## src/pkg/hmr_pkg.sv

```systemverilog
// Package for the monitor host register interface: offsets, reset values, types
package hmr_pkg;
    // Parallel port selectors (low three address bits)
    localparam logic [2:0] PORT_CODE_A  = 3'h0;
    localparam logic [2:0] PORT_CODE_B  = 3'h4;
    localparam logic [2:0] PORT_INDEX   = 3'h5;
    localparam logic [2:0] PORT_DATA    = 3'h6;
    // Internal register indices
    localparam logic [6:0] IDX_CODE_TOP = 7'h1F;
    localparam logic [6:0] IDX_RES_BASE = 7'h20;
    localparam logic [6:0] IDX_CTRL     = 7'h40;
    localparam logic [6:0] IDX_EVT_LO   = 7'h41;
    localparam logic [6:0] IDX_EVT_HI   = 7'h42;
    localparam logic [6:0] IDX_MGM_LO   = 7'h43;
    localparam logic [6:0] IDX_MGM_HI   = 7'h44;
    localparam logic [6:0] IDX_SEC_LO   = 7'h45;
    localparam logic [6:0] IDX_SEC_HI   = 7'h46;
    localparam logic [6:0] IDX_FANDIV   = 7'h47;
    localparam logic [6:0] IDX_SADDR    = 7'h48;
    localparam logic [6:0] IDX_IDENT    = 7'h49;
    localparam logic [6:0] IDX_MIR_BASE = 7'h60;
    localparam logic [6:0] IDX_MIR_TOP  = 7'h7F;
    // Reset values
    localparam logic [7:0] RST_CTRL     = 8'h08;
    localparam logic [7:0] RST_ZERO     = 8'h00;
    localparam logic [7:0] RST_SEC_HI   = 8'h40;
    localparam logic [3:0] RST_FANDIV   = 4'h5;
    localparam logic [6:0] RST_SADDR    = 7'h2D;
    // Control register bit positions
    localparam int CB_START  = 0;
    localparam int CB_MGM_EN = 1;
    localparam int CB_SEC_EN = 2;
    localparam int CB_CLR    = 3;
    localparam int CB_POL    = 5;
    localparam int CB_BYPASS = 6;
    localparam int CB_INIT   = 7;
    // Monitoring sequence
    localparam logic [3:0] SEQ_ITEMS    = 4'hB;
    localparam int         ITEM_TIME_MS = 90;
    localparam int         CLK_HZ       = 20000000;
    localparam int         ITEM_CYCLES  = (CLK_HZ / 1000) * ITEM_TIME_MS;

    // Parallel bus request
    typedef struct packed {
        logic       cs_n;
        logic       rd_n;
        logic       wr_n;
        logic [2:0] addr;
        logic [7:0] wdata;
    } hmr_pbus_type;

    // Serial slave states
    typedef enum logic [2:0] {
        SS_IDLE = 3'b000,
        SS_ADDR = 3'b001,
        SS_AACK = 3'b010,
        SS_RECV = 3'b011,
        SS_RACK = 3'b100,
        SS_SEND = 3'b101,
        SS_MACK = 3'b110
    } hmr_sstate_type;
endpackage

```

## src/hw/hmr_top.sv

```systemverilog
// Host register interface of the system monitor: parallel port, serial slave, map
//Contract
//- Index bit 7 read-only serial busy flag
//- Power-on values for control, flags, masks
//- First of register pair advances to second
//- Code memory with two capped pointers
//- Mirror window advances index, stops 7Fh
//- Serial read direct or after index write
//- Serial accesses never advance index
//- Serial address reset only at power-on
//- Control bit 7 soft init, self-clears
//- Soft init keeps memories untouched
//- Bit 0 runs loop, low is shutdown
//- Bits 1,2 enable the interrupt outputs
//- Bit 5 sets second output polarity
//- Bypass bit pulls open-drain output low
//- Clear bit holds interrupt outputs, stops converter
//- Eleven items measured in fixed order
//- Read aborts and restarts conversion
//- Divisor high nibble, id inputs low
//- Identity bit 7 fixed, bit 0 input
//- Three address bits, chip select low
`timescale 1ns/10ps
module hmr_top
    import hmr_pkg::*;
#(
    parameter int          ITEM_CYC = ITEM_CYCLES,
    parameter logic        ID_BIT   = 1'b0  // Arbitrary identity value
) (
    // Clock and reset
    input  wire logic       clk,
    input  wire logic       rst,
    // Parallel port
    input  wire logic       cs_n,
    input  wire logic       rd_n,
    input  wire logic       wr_n,
    input  wire logic [2:0] addr,
    input  wire logic [7:0] wdata,
    output logic      [7:0] rdata,
    output logic            rdata_oe,
    // Serial bus
    input  wire logic       scl,
    input  wire logic       sda_in,
    output logic            sda_out,
    output logic            sda_oe,
    // Identification inputs
    input  wire logic [3:0] id_voltage_bits_low,
    input  wire logic       id_voltage_bit4,
    // Monitor events and outputs
    input  wire logic [15:0] event_in,
    output logic            mgmt_irq_n,
    output logic            second_irq,
    output logic            bypass_out,
    output logic            bypass_oe,
    output logic            conv_run,
    output logic [3:0]      conv_item,
    // Result writeback from converter
    input  wire logic       res_we,
    input  wire logic [7:0] res_data
);
    // Synchronisers for pins
    hmr_pbus_type pb_s1_q, pb_s2_q, pb_s3_q;
    logic [2:0]   sr_s1_q, sr_s2_q, sr_s3_q;
    logic [4:0]   id_s1_q, id_s2_q;
    always_ff @(posedge clk) begin
        pb_s1_q <= '{cs_n, rd_n, wr_n, addr, wdata};
        pb_s2_q <= pb_s1_q;
        pb_s3_q <= pb_s2_q;
        sr_s1_q <= {scl, sda_in, 1'b0};
        sr_s2_q <= sr_s1_q;
        sr_s3_q <= sr_s2_q;
        id_s1_q <= {id_voltage_bit4, id_voltage_bits_low};
        id_s2_q <= id_s1_q;
    end

    // Parallel strobe edges on the synchronised copy
    wire sel      = ~pb_s2_q.cs_n;
    wire wr_pulse = sel & ~pb_s2_q.wr_n & pb_s3_q.wr_n;
    wire rd_pulse = sel & ~pb_s2_q.rd_n & pb_s3_q.rd_n;
    wire rd_level = sel & ~pb_s2_q.rd_n;
    wire [2:0] pa = pb_s2_q.addr;
    wire [7:0] pd = pb_s2_q.wdata;

    // Serial edges
    wire scl_s   = sr_s2_q[2];
    wire sda_s   = sr_s2_q[1];
    wire scl_r   = scl_s & ~sr_s3_q[2];
    wire scl_f   = ~scl_s & sr_s3_q[2];
    wire s_start = scl_s & sr_s3_q[2] & ~sda_s & sr_s3_q[1];
    wire s_stop  = scl_s & sr_s3_q[2] & sda_s & ~sr_s3_q[1];

    // Register state
    logic [6:0] index_q;
    logic [7:0] ctrl_q, evt_lo_q, evt_hi_q, mgm_lo_q, mgm_hi_q, sec_lo_q, sec_hi_q;
    logic [3:0] fandiv_q;
    logic [6:0] saddr_q;
    logic [4:0] code_wp_q, code_rp_q;
    logic [7:0] code_mem [0:31];
    // Results and limits; the upper window aliases the same 32 bytes
    logic [7:0] val_mem  [0:31];

    // Serial slave state
    hmr_sstate_type ss_q;
    logic [7:0] sh_q;
    logic [3:0] bit_q;
    logic       rw_q, got_idx_q, busy_q;
    logic [7:0] tx_q;

    // Serial decisions
    wire byte_done   = scl_r & (bit_q == 4'h7);
    wire [7:0] sh_n  = {sh_q[6:0], sda_s};
    wire addr_match  = (sh_n[7:1] == saddr_q);
    wire s_wr_byte   = (ss_q == SS_RECV) & byte_done;
    wire s_set_index = s_wr_byte & ~got_idx_q;
    wire s_wr_data   = s_wr_byte & got_idx_q;
    wire s_read      = (ss_q == SS_ADDR) & byte_done & addr_match & sh_n[0];

    // Parallel decisions; data access acts on the index held in index_q
    wire p_wr_idx   = wr_pulse & (pa == PORT_INDEX);
    wire p_wr_data  = wr_pulse & (pa == PORT_DATA);
    wire p_rd_data  = rd_pulse & (pa == PORT_DATA);
    wire p_data     = p_wr_data | p_rd_data;
    wire p_code_wr  = wr_pulse & ((pa == PORT_CODE_A) | (pa == PORT_CODE_B));
    wire pair_first = (index_q == IDX_EVT_LO) | (index_q == IDX_MGM_LO) |
                      (index_q == IDX_SEC_LO);
    wire in_mirror  = (index_q >= IDX_MIR_BASE) & (index_q != IDX_MIR_TOP);
    wire in_code    = (index_q <= IDX_CODE_TOP);

    // Shared register write port: either interface
    wire        any_wr = p_wr_data | s_wr_data;
    wire [7:0]  wd     = p_wr_data ? pd : sh_n;
    wire        soft_init = any_wr & (index_q == IDX_CTRL) & wd[CB_INIT];

    // Read mux for the current index
    logic [7:0] rd_val;
    always_comb begin
        rd_val = RST_ZERO;
        case (index_q)
            IDX_CTRL:   rd_val = ctrl_q;
            IDX_EVT_LO: rd_val = evt_lo_q;
            IDX_EVT_HI: rd_val = evt_hi_q;
            IDX_MGM_LO: rd_val = mgm_lo_q;
            IDX_MGM_HI: rd_val = mgm_hi_q;
            IDX_SEC_LO: rd_val = sec_lo_q;
            IDX_SEC_HI: rd_val = sec_hi_q;
            IDX_FANDIV: rd_val = {fandiv_q, id_s2_q[3:0]};
            IDX_SADDR:  rd_val = {1'b0, saddr_q};
            IDX_IDENT:  rd_val = {ID_BIT, 6'h00, id_s2_q[4]};
            default: begin
                if (in_code)
                    rd_val = code_mem[code_rp_q];
                else if (index_q >= IDX_RES_BASE && index_q < IDX_CTRL)
                    rd_val = val_mem[index_q[4:0]];
                else if (index_q >= IDX_MIR_BASE)
                    rd_val = val_mem[index_q[4:0]];
                else
                    rd_val = RST_ZERO;
            end
        endcase
    end

    // Index register: parallel or serial index writes, and auto-advance
    // Serial frames load it from the index byte and never advance it
    always_ff @(posedge clk) begin
        if (rst)
            index_q <= 7'h00;
        else if (s_set_index)
            index_q <= sh_n[6:0];
        else if (p_wr_idx)
            index_q <= pd[6:0];
        else if (p_data && (pair_first || in_mirror))
            index_q <= index_q + 7'h01;
    end

    // Control, flags and masks; soft init reloads, serial address untouched
    always_ff @(posedge clk) begin
        if (rst || soft_init) begin
            ctrl_q   <= RST_CTRL;
            evt_lo_q <= RST_ZERO;
            evt_hi_q <= RST_ZERO;
            mgm_lo_q <= RST_ZERO;
            mgm_hi_q <= RST_ZERO;
            sec_lo_q <= RST_ZERO;
            sec_hi_q <= RST_SEC_HI;
            fandiv_q <= RST_FANDIV;
        end else begin
            if (any_wr && index_q == IDX_CTRL) ctrl_q <= {1'b0, wd[6:0]};
            if (any_wr && index_q == IDX_MGM_LO) mgm_lo_q <= wd;
            if (any_wr && index_q == IDX_MGM_HI) mgm_hi_q <= wd;
            if (any_wr && index_q == IDX_SEC_LO) sec_lo_q <= wd;
            if (any_wr && index_q == IDX_SEC_HI) sec_hi_q <= wd;
            if (any_wr && index_q == IDX_FANDIV) fandiv_q <= wd[7:4];
            // Sticky flags; a new event wins over the read-clear
            evt_lo_q <= ((p_rd_data && index_q == IDX_EVT_LO) ? RST_ZERO : evt_lo_q)
                        | (ctrl_q[CB_CLR] ? RST_ZERO : event_in[7:0]);
            evt_hi_q <= ((p_rd_data && index_q == IDX_EVT_HI) ? RST_ZERO : evt_hi_q)
                        | (ctrl_q[CB_CLR] ? RST_ZERO : event_in[15:8]);
        end
    end

    // Serial address: power-on reset only
    always_ff @(posedge clk) begin
        if (rst)
            saddr_q <= RST_SADDR;
        else if (any_wr && index_q == IDX_SADDR)
            saddr_q <= wd[6:0];
    end

    // Memories are never cleared by either reset
    always_ff @(posedge clk) begin
        if (p_code_wr)
            code_mem[code_wp_q] <= pd;
        if (any_wr && in_code)
            code_mem[code_rp_q] <= wd;
        // Converter write wins; a host write in the same cycle is lost
        if (res_we)
            val_mem[{1'b0, conv_item}] <= res_data;
        else if (any_wr && index_q >= IDX_RES_BASE && index_q < IDX_CTRL)
            val_mem[index_q[4:0]] <= wd;
        else if (any_wr && index_q >= IDX_MIR_BASE)
            val_mem[index_q[4:0]] <= wd;
    end

    // Code memory pointers saturate at the top entry
    always_ff @(posedge clk) begin
        if (rst) begin
            code_wp_q <= 5'h00;
            code_rp_q <= 5'h00;
        end else begin
            if (p_code_wr && code_wp_q != IDX_CODE_TOP[4:0])
                code_wp_q <= code_wp_q + 5'h01;
            if (p_data && in_code && code_rp_q != IDX_CODE_TOP[4:0])
                code_rp_q <= code_rp_q + 5'h01;
        end
    end

    // Parallel read data; driven while read strobe held
    // Captured on the strobe edge, since the index may advance right after it
    always_ff @(posedge clk) begin
        if (rst) begin
            rdata    <= RST_ZERO;
            rdata_oe <= 1'b0;
        end else begin
            if (rd_pulse)
                rdata <= (pa == PORT_INDEX) ? {busy_q, index_q} : rd_val;
            rdata_oe <= rd_level & ((pa == PORT_INDEX) | (pa == PORT_DATA));
        end
    end

    // Serial slave machine
    always_ff @(posedge clk) begin
        if (rst) begin
            ss_q <= SS_IDLE;
            sh_q <= RST_ZERO;
            bit_q <= 4'h0;
            rw_q <= 1'b0;
            got_idx_q <= 1'b0;
            busy_q <= 1'b0;
            tx_q <= RST_ZERO;
            sda_oe <= 1'b0;
        end else if (s_stop) begin
            ss_q <= SS_IDLE;
            busy_q <= 1'b0;
            sda_oe <= 1'b0;
        end else if (s_start) begin
            ss_q <= SS_ADDR;
            bit_q <= 4'h0;
            got_idx_q <= 1'b0;
            busy_q <= 1'b1;
            sda_oe <= 1'b0;
        end else begin
            case (ss_q)
                SS_ADDR, SS_RECV: begin
                    if (scl_r) begin
                        sh_q <= sh_n;
                        bit_q <= bit_q + 4'h1;
                    end
                    if (byte_done) begin
                        bit_q <= 4'h0;
                        if (ss_q == SS_ADDR && !addr_match) begin
                            ss_q <= SS_IDLE;
                            busy_q <= 1'b0;
                        end else begin
                            ss_q <= (ss_q == SS_ADDR) ? SS_AACK : SS_RACK;
                            if (ss_q == SS_ADDR) rw_q <= sh_n[0];
                            if (ss_q == SS_RECV) got_idx_q <= 1'b1;
                            tx_q <= rd_val;
                        end
                    end
                end
                SS_AACK, SS_RACK: begin
                    if (scl_f && !sda_oe)
                        sda_oe <= 1'b1;                              // Ack low
                    else if (scl_f && sda_oe) begin
                        sda_oe <= (ss_q == SS_AACK && rw_q) ? ~tx_q[7] : 1'b0;
                        ss_q <= (ss_q == SS_AACK && rw_q) ? SS_SEND : SS_RECV;
                    end
                end
                SS_SEND: begin
                    if (scl_f) begin
                        bit_q <= bit_q + 4'h1;
                        tx_q <= {tx_q[6:0], 1'b1};
                        sda_oe <= (bit_q == 4'h7) ? 1'b0 : ~tx_q[6];
                        if (bit_q == 4'h7) ss_q <= SS_MACK;
                    end
                end
                SS_MACK: begin
                    if (scl_r) begin
                        tx_q <= rd_val;
                        bit_q <= 4'h0;
                        ss_q <= sda_s ? SS_IDLE : SS_MACK;
                    end
                end
                default: ss_q <= SS_IDLE;
            endcase
        end
    end

    // Monitoring sequencer; a data-port or serial read restarts the current item
    logic [31:0] tick_q;
    wire run = ctrl_q[CB_START] & ~ctrl_q[CB_CLR];
    wire any_read = p_rd_data | s_read;
    always_ff @(posedge clk) begin
        if (rst) begin
            tick_q    <= 32'h0;
            conv_item <= 4'h0;
            conv_run  <= 1'b0;
        end else begin
            conv_run <= run;
            if (!run || any_read)
                tick_q <= 32'h0;
            else if (tick_q == 32'(ITEM_CYC - 1)) begin
                tick_q <= 32'h0;
                conv_item <= (conv_item == SEQ_ITEMS - 4'h1) ? 4'h0 : conv_item + 4'h1;
            end else
                tick_q <= tick_q + 32'h1;
        end
    end

    // Interrupt and bypass outputs
    wire mgm_act = |(evt_lo_q & ~mgm_lo_q) | |(evt_hi_q & ~mgm_hi_q);
    wire sec_act = |(evt_lo_q & ~sec_lo_q) | |(evt_hi_q & ~sec_hi_q);
    always_ff @(posedge clk) begin
        if (rst) begin
            mgmt_irq_n <= 1'b1;
            // Inactive level for the power-on polarity, which is active low
            second_irq <= 1'b1;
            bypass_oe  <= 1'b0;
        end else begin
            mgmt_irq_n <= ~(mgm_act & ctrl_q[CB_MGM_EN] & ~ctrl_q[CB_CLR]);
            second_irq <= (sec_act & ctrl_q[CB_SEC_EN] & ~ctrl_q[CB_CLR])
                          ^ ~ctrl_q[CB_POL];
            bypass_oe  <= ctrl_q[CB_BYPASS];
        end
    end

    // Open-drain lines only ever drive low
    always_ff @(posedge clk) begin
        if (rst) begin
            sda_out    <= 1'b0;
            bypass_out <= 1'b0;
        end else begin
            sda_out    <= 1'b0;
            bypass_out <= 1'b0;
        end
    end
endmodule

```

## config.mk

```make
export PLATFORM = sky130hd
export DESIGN_NAME = hmr_top
export DESIGN_NICKNAME = d
export VERILOG_FILES = /design/src/pkg/hmr_pkg.sv /design/src/hw/hmr_top.sv
export SDC_FILE = /design/constraint.sdc
export NUM_CORES = 1
export LEC_CHECK = 0
export BUFFER_PORTS_ARGS = -buffer_cell sky130_fd_sc_hd__buf_2
export CORE_MARGIN = 2
export CORE_UTILIZATION = 45
export CTS_CLUSTER_SIZE = 20
export DETAILED_ROUTE_END_ITERATION = 16
export SETUP_SLACK_MARGIN = 0.3
export SYNTH_ARGS = -nofsm -noshare
export SYNTH_HDL_FRONTEND = slang
export SYNTH_SLANG_ARGS = --single-unit
export TNS_END_PERCENT = 10
```

## constraint.sdc

```tcl
create_clock -name clk -period 4 [get_ports clk]
set_input_delay 0 -clock clk [delete_from_list [all_inputs] [get_ports clk]]
set_output_delay 0 -clock clk [all_outputs]
set_load 0.02 [all_outputs]
```

==> results.tsv, run 1 <==
stage	metric	value	unit
setup_path	cpPeakStageDelay	0.79	ns
synth	synth_fa_ha_area_frac	0.00612	
route	dr.pass1.iters	5	
grt	met1_usage	0.361	
clock_network	cts.sinks	726	
route	wl_per_cell	25.5	µm
timing	rsz0062_at_grt	false	
final_layout	fill_cells	6143	
timing	setup_viol	0	
timing	max_clock_freq	294	MHz
synth	yosys.area.top_type	edfxtp_1	
final_layout	layout_commonest_cell	edfxtp_1	
clock_network	cts_setup_buffers	0	
final_layout	n_antenna_cell	0	
synth	synthFlopType	edfxtp_1	
synth	ys_seq_elements	726	
clock_network	cts_root_buf	clkbuf_16	
timing	finalHoldViolCount	0	
timing	worst_slew_pin_slew	1.29	ns
synth	ys_types	91	
synth	synthTopCellsByArea	edfxtp_1 (47%), dfxtp_1 (13%), mux4_2 (8.2%)	
final_layout	fin_nets	2882	
grt	grt_pass1_wl	146	mm
final_layout	synthToLayoutAreaGrowth	14.9	%
setup_path	crit_buf_inv	0	
setup_path	path_max_fanout	8	
place	hpwl	64.6	mm
grt	grt_overflow	0	
synth	synth_top_area_frac	0.470	
final_layout	utilization	0.524	
synth	synth_top_family_by_area	simple AND/OR/NAND/NOR gates	
synth	synth-simple-area-share	0.127	
clock_network	cts-htree-levels	3	
job	maxCapViolations	0	
synth	synth.cell_area	32700	µm²
floorplan	dieArea	74800	µm²
synth	synth.mux.area_fraction	0.111	
route	route.detailed.drc	0	
final_layout	seq_area	19700	µm²
power_and_ir_drop	netSwitchingFraction	0.219	
synth	seq_area_frac_synth	0.601	
route	routed_wl	97.8	mm
synth	netlist_instances	2699	
final_layout	drive_gt1_frac	0.175	
route	route.vias.total	23000	
floorplan	top_level_ports	68	
place	place_congestion	0.931	
floorplan	die_w	274	µm
grt	gr-max-usage-layer	met2	
grt	grtUsageMet2	0.415	
setup_path	cp_top_family	simple AND/OR/NAND/NOR gates	
clock_network	clkTransAtPathRegs	0.06	ns
timing	clock-skew-final	0.0216	ns
final_layout	layout_common_cells	edfxtp_1 (512), nand2_1 (386), o21ai_0 (294), dfxtp_1 (209), nor2_1 (201)	
setup_path	worst_path_max_delay_cell	nor3b_1	
power_and_ir_drop	p_clk_frac	0.454	
power_and_ir_drop	seqPwrFrac	0.511	
synth	ys_async_sr_fraction	0	
setup_path	crit_type	reg2reg	
grt	antenna_found_initial	1	
power_and_ir_drop	ir_drop	0.429	mV
place	numPortBuffers	65	
clock_network	numCtsBuffers	79	
grt	grtUsageTotal	0.261	
synth	synth_warnings	0	
setup_path	cp-start-kind	flip-flop	
timing	slew_viol_final	0	
power_and_ir_drop	p_int	12400	µW
floorplan	initial_core_util	0.456	
floorplan	core	71700	µm²
power_and_ir_drop	pwr-share-comb	0.035	
timing	tns	0	ns
setup_path	required	4.26	ns
floorplan	die_h	274	µm
timing	period_share	0.849	
clock_network	clkLatencyLatePin	0.64	ns
route	antenna_left	0	
grt	grt_pass1_vias	22300	
synth	synthXorXnorAreaFrac	0.0129	
route	drtIter0Drc	2751	
synth	postSynthAreaPerCell	12.1	µm²
grt	met3_usage	0.0492	
power_and_ir_drop	leakage	0.0128	µW
final_layout	multiInputGateArea	12000	µm²
setup_path	cp-end-kind	flip-flop	
status	status	completed	
power_and_ir_drop	switching_power	3480	µW
setup_path	critical_path.cell_chain	or3b_1 -> nor3_1 -> nand2b_1 -> nor3b_1 -> nand2_1 -> nand2_1	
grt	grt_start_max_net_pins	60	
route	vias_per_cell	6.01	
timing	slew_headroom	0.128	
min_path	min_path_type	in2reg	
clock_network	clk_path_buf_depth	3	
synth	synth_compound_area_frac	0.105	
power_and_ir_drop	power.density_cell_area	424	nW/µm²
setup_path	cp_common_cell	nand2_1	
floorplan	row_count	98	
setup_path	arrival	3.66	ns
timing	period_minus_slack	3.40	ns
clock_network	cts_tree	done	
synth	synth_edf_count	512	
power by group through the flow:
stage,logic (µW),clock network (µW),registers [µW]
floorplan,311,0,8270
global placement,491,0,8290
detailed placement,505,0,8290
CTS,551,7330,8130
global route,605,7620,8130
finish,559,7220,8130
synthesized netlist by cell type (all sizes together), types with 5 or more instances:
| cell type | instances |
|---|---|
| edfxtp | 512 |
| nand2b | 21 |
| mux4 | 128 |
| a31oi | 7 |
| dfxtp | 214 |
| a2111oi | 9 |
| a221oi | 9 |
| xor2 | 35 |
| o32ai | 5 |
| o22ai | 19 |
| nor2 | 204 |
| o221ai | 5 |
| nor2b | 43 |
| a211oi | 58 |
| a222oi | 6 |
| a311oi | 6 |
| a211o | 10 |
| or4 | 5 |
| o21ai | 296 |
| mux2i | 59 |
| a22oi | 14 |
| nor3b | 13 |
| nor3 | 37 |
| ha | 16 |
| xnor2 | 13 |
| o211ai | 11 |
| and3 | 18 |
| clkbuf | 146 |
| and2 | 8 |
| nand3 | 36 |
| nor4 | 16 |
| nand3b | 11 |
| inv | 48 |
| nand2 | 386 |
| a21oi | 65 |
| mux2 | 10 |
| buf | 72 |
| nand4 | 56 |
| o31ai | 8 |
final cells by class:
cell class / count / area share
clock buffer: 103 / 0.0591
clock inverter: 43 / 0.00929
inverter: 48 / 0.00480
multi-input combinational: 1708 / 0.319
sequential: 726 / 0.524
tap: 950 / 0.0316
timing repair buffer: 255 / 0.0521
metrics by stage:
stage	instances	setup WS, ns	total power [µW]	cell area, µm²	hold WS, ns
CTS	3833	0.507	16000	37600	0.000597
detailed placement	3630	0.511	8800	34400	0.104
floorplan	2700	0.841	8580	32700	0.0277
global route	3833	0.512	16400	37600	0.00753
finish	3833	0.604	15900	37600	0.0173
global placement	3630	0.593	8780	34400	0.104
state kept, by name, summed over array words and instances, names as in the netlist, 7 cells and up, named ones only:
register  flops
pd            8
evt_lo_q      8
rdata         8
mgm_lo_q      8
sec_hi_q      8
sh_q          7
val_mem     256
mgm_hi_q      8
tick_q       32
tx_q          8
code_mem    256
index_q       7
sec_lo_q      8
evt_hi_q      8
ctrl_q        7
saddr_q       7
pb_s1_q      14
routing by layer:
metal	routed length, µm	up-vias
met5	13	-
li1	-	10300
met3	7860	190
met4	3340	2
met2	45800	1077
met1	40700	11500
what timing repair did:
item	in CTS	in global routing
endpoints found under the hold margin	61	0
endpoints found under the setup margin	0	53
hold buffers	57	0
gates resized for setup	0	1
kinds of logic (layout without fill, tap and decap cells):
group                      after synthesis  count (layout)
and+or+nand+nor                        881             881
DFF                                    726             726
AOI/OAI and AO/OA                      564             564
buffers and inverters                  266             449
muxes                                  197             197
xor gates and xnor gates                48              48
adders and majority gates               16              16
other                                    1               2
final timing paths:
| path | from | endpoint | slack, ns | depth (start not counted) |
|---|---|---|---|---|
| worst max-delay path | pb_s2_q[13] | code_mem[19][0] | 0.60 | 6 |
| worst min-delay path | id_voltage_bits_low[2] | id_s1_q[2] | 0.02 | 2 |
| worst max register to register | pb_s2_q[13] | code_mem[19][0] | 0.60 | 6 |
| worst min register to register | id_s1_q[1] | id_s2_q[1] | 0.33 | 0 |
Note: power is estimated with default switching activity, not from simulation.
==> inputs of run 2 (changes only) <==
==> constraint.sdc (replaced) <==
create_clock -name clk -period 3.53 [get_ports clk]
set_input_delay 0 -clock clk [delete_from_list [all_inputs] [get_ports clk]]
set_output_delay 0 -clock clk [all_outputs]
set_load 0.02 [all_outputs]
==> results.tsv, run 2 (synthesis gave the netlist of run 1 again) <==
stage	metric	value	unit
timing	setup_viol	0	
timing	finalHoldViolCount	0	
final_layout	utilization	0.525	
setup_path	ff2ff_path_depth	8	
final_layout	n_antenna_cell	0	
min_path	hold_depth	2	
timing	slew_viol_final	0	
timing	slew_headroom	0.225	
status	status	completed	
clock_network	clkLatencyLatePin	0.64	ns
timing	rsz0062_at_grt	true	
setup_path	crit_type	reg2reg	
route	route.detailed.drc	0	
final_layout	multiInputGateArea	12000	µm²
place	numPortBuffers	65	
job	maxCapViolations	0	
route	dr.pass1.iters	6	
clock_network	cts_root_buf	clkbuf_16	
place	hpwl	64.9	mm
grt	grt_start_max_net_pins	58	
route	routed_wl	96.5	mm
power_and_ir_drop	power	18100	µW
floorplan	row_count	98	
route	route.vias.total	22800	
grt	met3_usage	0.0429	
route	vias_per_cell	5.93	
route	antenna_left	0	
grt	grt_pass1_vias	22500	
place	place_congestion	0.914	
floorplan	core	71700	µm²
route	drtIter0Drc	2537	
clock_network	numCtsBuffers	76	
place	dp_slack	0.247	ns
timing	period_minus_slack	3.30	ns
final_layout	fill_cells	6097	
clock_network	cts.sinks	726	
grt	grt_overflow	0	
grt	antenna_found_initial	0	
setup_path	arrival	3.80	ns
floorplan	die_w	274	µm
place	dpl_cell_area	34600	µm²
min_path	min_path_type	in2reg	
final_layout	top_regs	code_mem x256, val_mem x256, tick_q x32	
setup_path	path_max_fanout	9	
clock_network	cts_tree	done	
timing	max_clock_freq	303	MHz
clock_network	clkTransAtPathRegs	0.06	ns
grt	met1_usage	0.348	
final_layout	fin_area	37700	µm²
final_layout	seq_area	19700	µm²
final_layout	layout_common_cells	edfxtp_1 (512), nand2_1 (386), o21ai_0 (294), dfxtp_1 (209), nor2_1 (201)	
setup_path	cp-start-kind	flip-flop	
grt	grt_pass1_wl	145	mm
grt	grtUsageTotal	0.260	
floorplan	initial_core_util	0.456	
timing	clock-skew-final	0.0293	ns
floorplan	top_level_ports	68	
floorplan	die_h	274	µm
clock_network	cts_setup_buffers	0	
clock_network	clk_path_buf_depth	3	
route	wl_per_cell	25.1	µm
setup_path	cp-end-kind	flip-flop	
power_and_ir_drop	power.density_cell_area	479	nW/µm²
timing	worst_slew_pin_slew	1.16	ns
timing	tns	0	ns
clock_network	cts-htree-levels	3	
final_layout	drive_gt1_frac	0.178	
power_and_ir_drop	leakage	0.0129	µW
floorplan	dieArea	74800	µm²
final_layout	synthToLayoutAreaGrowth	15.2	%
timing	fin_ws	0.225	ns
grt	gr-max-usage-layer	met2	
timing	period_share	0.936	
grt	grtUsageMet2	0.430	
final_layout	fin_nets	2894	
final_layout	layout_commonest_cell	edfxtp_1	
setup_path	required	4.02	ns
power_and_ir_drop	ir_drop	0.397	mV
## run 2: cell count changes in the layout (fill, tap and decap cells not counted), moves of 3 or more
cell           change
a21oi_2            -3
clkbuf_1           +7
a21oi_4            +3
buf_4             +21
dlygate4sd3_1      -6
clkinv_2           -5
bufinv_16          +6
clkbuf_16          -4
## run 2: worst paths after layout
| kind | start | endpoint | slack, ns |
|---|---|---|---|
| max | index_q[0] | rdata[1] | 0.23 |
| min | wdata[4] | pb_s1_q[4] | 0.02 |
| max reg2reg | index_q[0] | rdata[1] | 0.23 |
| min reg2reg | pb_s1_q[7] | pd[7] | 0.33 |
## run 2: critical path, stage by stage, from the launching register on
cell       delay [ns]
dfxtp_1          0.55
inv_1            0.23
ha_1             0.31
or4b_1           0.36
nor2_1           0.20
a222oi_1         0.61
nand3_1          0.29
a2111o_1         0.46
o2bb2ai_1        0.15
## run 2: through the flow
step / cells / hold slack, ns
after detailed placement: 3651 / 0.104
after global routing: 3844 / 0.0150
after CTS: 3844 / 0.000865
final: 3844 / 0.0168
after floorplan: 2700 / 0.0277
after global placement: 3651 / 0.103
## run 2: power by group
| group | switching [µW] | internal (µW) | leakage [µW] |
|---|---|---|---|
| combinational | 400 | 233 | 0.00527 |
| sequential | 54.2 | 9160 | 0.00635 |
| clock | 3330 | 4880 | 0.00125 |
## run 2: layout make-up
type,instances,share of cell area
Timing Repair Buffer,270,0.0545
Multi-Input combinational cell,1708,0.319
Inverter,48,0.00478
Clock buffer,104,0.0563
Clock inverter,38,0.0115
Sequential cell,726,0.522
Tap cell,950,0.0316
## run 2: what timing repair did
item	4_1_cts	5_1_grt
gates resized for setup	1	1
endpoints found under the setup margin	64	84
hold buffers	51	0
hold endpoints to repair	70	0
## run 2: metal layers
layer / vias up / wire, µm
li1: 10400 / -
met1: 11400 / 40200
met3: 175 / 6290
met4: 0 / 3140
met2: 861 / 46800
met5: - / 0
